<file path="src/sfrs_pkg.sv">
// Purpose: shared constants for the serial flash read sequencer
// Assumes: flash driven with SPI mode 0 style clock derived from core_clk
// Notes:   opcodes are package constants
package sfrs_pkg;
  localparam int ADDR_W       = 24;
  localparam int DATA_W       = 8;
  localparam int BYTE_CYCLES  = 8;
  localparam int FAST_EXTRA   = 8;
  localparam int CMD_BITS     = 8;
  localparam int ADDR_BITS    = 24;
  localparam int SID_DUMMY    = 24;
  localparam int CNT_W        = 6;
  localparam logic [7:0] OP_READ = 8'h03;
  localparam logic [7:0] OP_FAST = 8'h0B;
  localparam logic [7:0] OP_SID  = 8'hAB;
  localparam logic [7:0] ZERO8   = 8'h00;
  typedef enum logic [2:0] {SFRS_IDLE, SFRS_CMD, SFRS_ADR, SFRS_DUMMY, SFRS_DATA, SFRS_DONE} sfrs_state_t;
endpackage

</file>
<file path="src/sfrs_shift.sv">
// Purpose: shift register for serial out and in
// Assumes: one bit per core_clk cycle
// Notes:   msb first
`timescale 1ns/1ps
module sfrs_shift #(
  parameter int W = 32
) (
  // clock and reset
  input  wire logic         core_clk,
  input  wire logic         srst,
  // control
  input  wire logic         load,
  input  wire logic [W-1:0] load_val,
  input  wire logic         shift,
  input  wire logic         ser_in,
  // data
  output logic [W-1:0]      val_reg
);
  always_ff @(posedge core_clk) begin
    if (srst) val_reg <= '0;
    else if (load) val_reg <= load_val;
    else if (shift) val_reg <= {val_reg[W-2:0], ser_in};
  end
endmodule // sfrs_shift

</file>
<file path="src/sfrs_top.sv">
// Purpose: command sequencer reading a serial flash over parallel ports
// Assumes: host keeps request and continue stable at clock edges
// Notes:   flash clock is core_clk gated by chip select
//
// Functional notes
// - id request sampled, busy held during
// - ident value valid before busy falls
// - ident output held until next ident read
// - request still high at end reruns
// - read request sampled, busy raised
// - one-cycle valid per byte
// - optional byte location output
// - continue high keeps reading sequentially
// - new byte every eight cycles
// - one more byte, then busy falls
// - last byte held until new read
// - fast read uses same handshakes
// - fast read first byte eight later
// - build selects normal or fast read
// - priority id, then read or fast per build
`timescale 1ns/1ps
module sfrs_top #(
  parameter bit USE_FAST  = 1'b0,
  parameter bit ADDR_OUT  = 1'b1
) (
  // clock and reset
  input  wire logic                 core_clk,
  input  wire logic                 srst,
  // host requests
  input  wire logic                 read_sid_req,
  input  wire logic                 read_req,
  input  wire logic                 fast_read_req,
  input  wire logic                 read_cont,
  input  wire logic [sfrs_pkg::ADDR_W-1:0] addr_in,
  // host results
  output logic                      busy,
  output logic                      byte_valid,
  output logic [sfrs_pkg::DATA_W-1:0] byte_out,
  output logic [sfrs_pkg::ADDR_W-1:0] byte_loc,
  output logic [sfrs_pkg::DATA_W-1:0] silicon_ident_out,
  // flash pins
  output logic                      flash_cs_n,
  output logic                      flash_sclk_en,
  output logic                      flash_mosi,
  input  wire logic                 flash_miso
);
  import sfrs_pkg::*;

  // ==========================================
  // request decode
  sfrs_state_t           state_reg, state_next;
  logic [CNT_W-1:0]      cnt_reg;
  logic                  is_sid_reg;
  logic                  cont_reg;
  logic [ADDR_W-1:0]     loc_reg;
  logic [31:0]           sh_val;
  logic                  sh_load;
  logic [31:0]           sh_load_val;
  logic                  sh_shift;
  logic                  miso_reg;
  logic                  take_reg;
  // build picks normal or fast
  wire rd_req   = USE_FAST ? 1'b0 : read_req;
  wire fr_req   = USE_FAST ? fast_read_req : 1'b0;
  // priority id, then read or fast per build
  wire take_sid = read_sid_req;
  wire take_rd  = !read_sid_req && (rd_req || fr_req);
  // idle and busy low: one quiet cycle after each command
  wire start    = (state_reg == SFRS_IDLE) && !busy && (take_sid || take_rd);
  wire [7:0] op = take_sid ? OP_SID : (USE_FAST ? OP_FAST : OP_READ);
  wire cnt_last = (cnt_reg == CNT_W'(0));
  wire byte_end = (state_reg == SFRS_DATA) && cnt_last;
  // miso passes a flop, so the last bit is in one cycle after byte_end
  wire take_data  = take_reg && !is_sid_reg;
  wire take_ident = take_reg && is_sid_reg;
  wire [7:0] rx_byte = {sh_val[6:0], miso_reg};

  // ==========================================
  // sequencer
  always_comb begin
    state_next = state_reg;
    unique case (state_reg)
      SFRS_IDLE:  if (start) state_next = SFRS_CMD;
      SFRS_CMD:   if (cnt_last) state_next = SFRS_ADR;
      SFRS_ADR:   if (cnt_last) state_next = (USE_FAST && !is_sid_reg) ? SFRS_DUMMY : SFRS_DATA;
      SFRS_DUMMY: if (cnt_last) state_next = SFRS_DATA;
      SFRS_DATA:  if (cnt_last && (is_sid_reg || !cont_reg)) state_next = SFRS_DONE;
      SFRS_DONE:  state_next = SFRS_IDLE;
    endcase
  end

  always_ff @(posedge core_clk) begin
    if (srst) begin
      state_reg  <= SFRS_IDLE;
      cnt_reg    <= '0;
      is_sid_reg <= 1'b0;
      cont_reg   <= 1'b0;
      miso_reg   <= 1'b0;
      take_reg   <= 1'b0;
    end else begin
      state_reg <= state_next;
      miso_reg  <= flash_miso;
      take_reg  <= byte_end;
      if (start) begin
        is_sid_reg <= take_sid;
        cont_reg   <= read_cont;
      end else if (state_reg != SFRS_IDLE && !read_cont) begin
        cont_reg <= 1'b0;
      end
      if (start) cnt_reg <= CNT_W'(CMD_BITS - 1);
      else if (state_reg != state_next) begin
        unique case (state_next)
          SFRS_ADR:   cnt_reg <= CNT_W'(is_sid_reg ? SID_DUMMY - 1 : ADDR_BITS - 1);
          SFRS_DUMMY: cnt_reg <= CNT_W'(FAST_EXTRA - 1);
          SFRS_DATA:  cnt_reg <= CNT_W'(BYTE_CYCLES - 1);
          default:    cnt_reg <= '0;
        endcase
      end else if (cnt_last) cnt_reg <= CNT_W'(BYTE_CYCLES - 1);
      else cnt_reg <= cnt_reg - CNT_W'(1);
    end
  end

  // ==========================================
  // serial shifter
  assign sh_load     = start || (state_reg == SFRS_CMD && cnt_last);
  // address from the captured start location, not the live input
  assign sh_load_val = start ? {op, 24'h00_0000} : {loc_reg, 8'h00};
  assign sh_shift    = state_reg != SFRS_IDLE;

  sfrs_shift #(.W(32)) u_shift (
    .core_clk (core_clk),
    .srst     (srst),
    .load     (sh_load),
    .load_val (sh_load_val),
    .shift    (sh_shift),
    .ser_in   (miso_reg),
    .val_reg  (sh_val)
  );

  // ==========================================
  // outputs
  always_ff @(posedge core_clk) begin
    if (srst) begin
      busy              <= 1'b0;
      byte_valid        <= 1'b0;
      byte_out          <= ZERO8;
      silicon_ident_out <= ZERO8;
      byte_loc          <= '0;
      loc_reg           <= '0;
      flash_cs_n        <= 1'b1;
      flash_sclk_en     <= 1'b0;
      flash_mosi        <= 1'b0;
    end else begin
      // held through done so the last strobe sits inside busy
      busy          <= (state_next != SFRS_IDLE) || (state_reg == SFRS_DONE);
      flash_cs_n    <= (state_next == SFRS_IDLE) || (state_next == SFRS_DONE);
      flash_sclk_en <= (state_next != SFRS_IDLE) && (state_next != SFRS_DONE);
      flash_mosi    <= sh_load ? sh_load_val[31] : sh_val[30];
      if (start) loc_reg <= addr_in;
      byte_valid <= take_data;
      if (take_ident) silicon_ident_out <= rx_byte;
      if (take_data) begin
        byte_out <= rx_byte;
        if (ADDR_OUT) byte_loc <= loc_reg;
        loc_reg  <= loc_reg + ADDR_W'(1);
      end
    end
  end

  // ==========================================
  // checks
  // byte strobe: one cycle wide, a full byte apart
  a_valid_pulse: assert property (
    @(posedge core_clk) disable iff (srst) byte_valid |=> !byte_valid)
    else $error("valid longer than one cycle");
  a_byte_spacing: assert property (
    @(posedge core_clk) disable iff (srst) byte_valid && busy |=> !byte_valid [*7])
    else $error("bytes closer than eight");
  // every byte lands inside its command
  a_busy_covers: assert property (
    @(posedge core_clk) disable iff (srst) byte_valid |-> busy && $past(busy))
    else $error("byte outside command");
  a_ident_hold: assert property (
    @(posedge core_clk) disable iff (srst) !(take_reg && is_sid_reg) |=> $stable(silicon_ident_out))
    else $error("ident changed");
  a_ident_ready: assert property (
    @(posedge core_clk) disable iff (srst) take_reg && is_sid_reg |=> busy)
    else $error("ident after busy fell");
  a_data_hold: assert property (
    @(posedge core_clk) disable iff (srst) !byte_valid |-> $stable(byte_out))
    else $error("byte changed unflagged");
  a_start_busy: assert property (
    @(posedge core_clk) disable iff (srst) start |=> busy)
    else $error("busy not raised");
  a_ident_first: assert property (
    @(posedge core_clk) disable iff (srst) start && read_sid_req |=> is_sid_reg)
    else $error("priority broken");
  a_loc_step: assert property (
    @(posedge core_clk) disable iff (srst)
      byte_valid ##8 byte_valid |-> (byte_loc == $past(byte_loc, 8) + ADDR_W'(1)) || !ADDR_OUT)
    else $error("location not sequential");
  // command kind frozen while busy
  a_no_restart: assert property (
    @(posedge core_clk) disable iff (srst) busy |=> $stable(is_sid_reg))
    else $error("request taken while busy");
  a_fast_delay: assert property (
    @(posedge core_clk) disable iff (srst)
      $rose(state_reg == SFRS_DUMMY) |-> (state_reg == SFRS_DUMMY) [*8] ##1 (state_reg == SFRS_DATA))
    else $error("fast read dummy span wrong");
  a_reset_clear: assert property (
    @(posedge core_clk) srst |=> !busy && !byte_valid && byte_out == ZERO8 && silicon_ident_out == ZERO8)
    else $error("reset not cleared");
  // main scenarios
  c_ident: cover property (@(posedge core_clk) disable iff (srst) $fell(busy) && is_sid_reg);
  c_single: cover property (@(posedge core_clk) disable iff (srst) byte_valid ##1 !busy);
  c_multi: cover property (@(posedge core_clk) disable iff (srst) byte_valid ##8 byte_valid);
  c_fast: cover property (@(posedge core_clk) disable iff (srst) $rose(state_reg == SFRS_DUMMY));
  c_rerun: cover property (@(posedge core_clk) disable iff (srst) $fell(busy) ##1 $rose(busy));
endmodule // sfrs_top

</file>
<file path="config.mk">
export PLATFORM = sky130hd
export DESIGN_NAME = sfrs_top
export DESIGN_NICKNAME = d
export VERILOG_FILES = /design/src/sfrs_pkg.sv /design/src/sfrs_shift.sv /design/src/sfrs_top.sv
export SDC_FILE = /design/constraint.sdc
export NUM_CORES = 1
export LEC_CHECK = 0
export BUFFER_PORTS_ARGS = -buffer_cell sky130_fd_sc_hd__buf_2
export CORE_UTILIZATION = 50
export CTS_BUF_LIST = sky130_fd_sc_hd__clkbuf_2
export DETAILED_ROUTE_END_ITERATION = 8
export HOLD_SLACK_MARGIN = 0.06
export MAX_ROUTING_LAYER = met4
export PLACE_DENSITY = 0.71
export SYNTH_ARGS = -nofsm -noshare
export SYNTH_HDL_FRONTEND = slang
export SYNTH_HIERARCHICAL = 1
export SYNTH_SLANG_ARGS = --single-unit
</file>
<file path="constraint.sdc">
create_clock -name core_clk -period 3.4 [get_ports core_clk]
set_input_delay 0.17 -clock core_clk [delete_from_list [all_inputs] [get_ports core_clk]]
set_output_delay 0.17 -clock core_clk [all_outputs]
set_load 0.01 [all_outputs]
</file>
==> flow_metrics.py <==
metrics = {
    "run_status": {
        "outcome": "complete, no violations",
    },
    "power_and_ir_drop": {
        "ir_drop_uv": 486,
        "p_int_mw": 2.81,
        "switching_share": 0.386,
        "p_seq_frac": 0.422,
        "power_leakage_nw": 2.41,
        "power.switching_mw": 1.77,
        "p_comb_frac": 0.391,
        "clockPowerShare": 0.186,
        "power.density_nw_per_um2": 747,
    },
    "floorplan": {
        "num_rows": 36,
        "start_util": 0.526,
        "coreArea_um2": 9950,
        "die_w_um": 104,
        "num_io_pins": 76,
        "die_h_um": 104,
        "die-area_um2": 10900,
    },
    "setup_path": {
        "end_kind": "flop",
        "crit_chain": "or3_2 > buf_4 > nor2_2 > buf_4 > nand2_1 > a21oi_1 > dlygate4sd3_1",
        "slowest_delay_ns": 0.56,
        "cp_num_buf_inv": 3,
        "worstSetupPathType": "flop to flop",
        "cp_data_required_time_ns": 3.98,
        "crit_top_cell": "buf_4",
        "crit_slowest_cell": "dlygate4sd3_1",
        "start_kind": "flop",
        "crit_family": "buffers and inverters",
        "cp.arrival_ns": 3.42,
        "critPathMaxFanout": 34,
    },
    "drt": {
        "route.antenna.remaining_nets": 0,
        "vias": 4730,
        "via_per_inst": 5.55,
        "drc": 0,
        "drt-pass1-iter-count": 5,
        "first_iter_violations": 245,
        "wl_mm": 13.2,
        "post_drt_wl_per_cell_um": 15.4,
    },
    "global_routing": {
        "grt_pass1_wl_mm": 21.8,
        "grt_remaining_overflow": 0,
        "antenna_found_initial": 0,
        "grt_usage": 0.256,
        "grt_pass1_vias": 4433,
        "grt_max_degree": 95,
    },
    "cells_and_area": {
        "num_antenna_cells": 0,
        "drive_gt1_frac": 0.174,
        "area_growth_pct": 17.0,
        "num-nets-final": 743,
        "largest_reg_flops": 31,
        "fillers": 913,
    },
    "timing": {
        "tns_ns": 0,
        "worst_slew_pin_slew_ns": 1.04,
        "setup_viol": 0,
        "fmax_mhz": 352,
        "finalCritPeriodShare": 0.835,
        "clock-skew-final_ns": 0.0263,
        "min_period_ns": 2.84,
        "grt_setup_unrepaired": "no",
        "timing.final.ws_setup_ns": 0.562,
        "drv_slew": 0,
        "slew_headroom": 0.308,
        "hold_viol_final": 0,
    },
    "cts": {
        "cts_root_buf": "clkbuf_2",
        "clock-sinks": 113,
        "clkTransAtPathRegs_ns": 0.15,
        "cts_max_level": 4,
        "post_cts.repair.setup_buffers": 0,
        "cts_buffers": 17,
        "clockBufferDepth": 2,
        "cts_tree": "done",
        "insertion_delay_ns": 0.64,
    },
    "placement": {
        "hpwlAfterDp_mm": 8.68,
        "place_congestion": 0.861,
        "dp_slack_ns": 0.712,
        "io_buffers": 74,
    },
    "yosys": {
        "avgSynthCellArea_um2": 8.39,
        "ys_warn_count": 6,
        "netlist_area_um2": 5240,
        "netlist_instances": 624,
    },
    "job": {
        "timing.max_cap.violations": 0,
    },
    "min_path": {
        "hold_path_class": "input pin to flop",
    },
}
==> layer usage <==
metal  vias to the layer above  wire length [um]  global-route usage
li1                       2353                 -                   -
met1                      2235              6170               0.330
met2                       129              6160               0.392
met3                        13               697              0.0595
met4                         0               131              0.0918
met5                         -                 0                   -
==> layout make-up <==
class / count / area, um2 / share of cell area
well taps: 133 / 166 / 0.0272
multi-input cells: 461 / 2740 / 0.446
inverters: 5 / 18.8 / 0.00306
repair buffers: 112 / 731 / 0.119
flip-flops and latches: 113 / 2260 / 0.369
clock inverters: 10 / 120 / 0.0196
clock buffers: 19 / 95.1 / 0.0155
==> power by group through the flow <==
stage               clock, mW  sequential (mW)  combinational [mW]
floorplan                   0             1.81                1.55
global placement            0             1.94                1.69
detailed placement          0             1.95                1.75
CTS                     0.879             1.93                1.79
global route            0.934             1.99                1.96
finish                  0.853             1.93                1.79
==> final timing paths <==
check	from	endpoint	slack (ns)	cells past startpoint
setup / recovery	state_reg[2]	cont_reg	0.56	7
setup reg to reg	state_reg[2]	cont_reg	0.56	7
hold / removal	srst	state_reg[2]	0.15	2
hold reg to reg	byte_loc[8]	byte_loc[8]	0.47	2
==> what timing repair did <==
action,in CTS,in global routing
endpoints found under the hold margin,34,0
hold buffers,29,0
gates resized for setup,0,0
==> stage by stage <==
stage	hold slack [ns]	utilization	total power [mW]	area, um2	std cells
after floorplan	0.243	-	3.36	5260	631
after global placement	0.389	0.565	3.63	5620	795
after detailed placement	0.401	0.565	3.70	5620	795
after CTS	0.0769	0.616	4.59	6130	853
after global routing	0.108	0.616	4.88	6130	853
final	0.147	0.616	4.58	6130	853
==> placed cells by master, fill, tap and decap left out, types with 10 or more instances in the layout <==
cell,instances
a211oi_1,38
a21oi_1,63
a31oi_1,12
and2_1,22
buf_2,73
buf_4,10
clkbuf_2,19
dfxtp_1,113
dlygate4sd3_1,29
mux2i_1,33
nand2_1,100
nand3_1,22
nor2_1,31
nor2b_1,34
o21ai_0,17
Note: power is estimated with default switching activity, not from simulation.
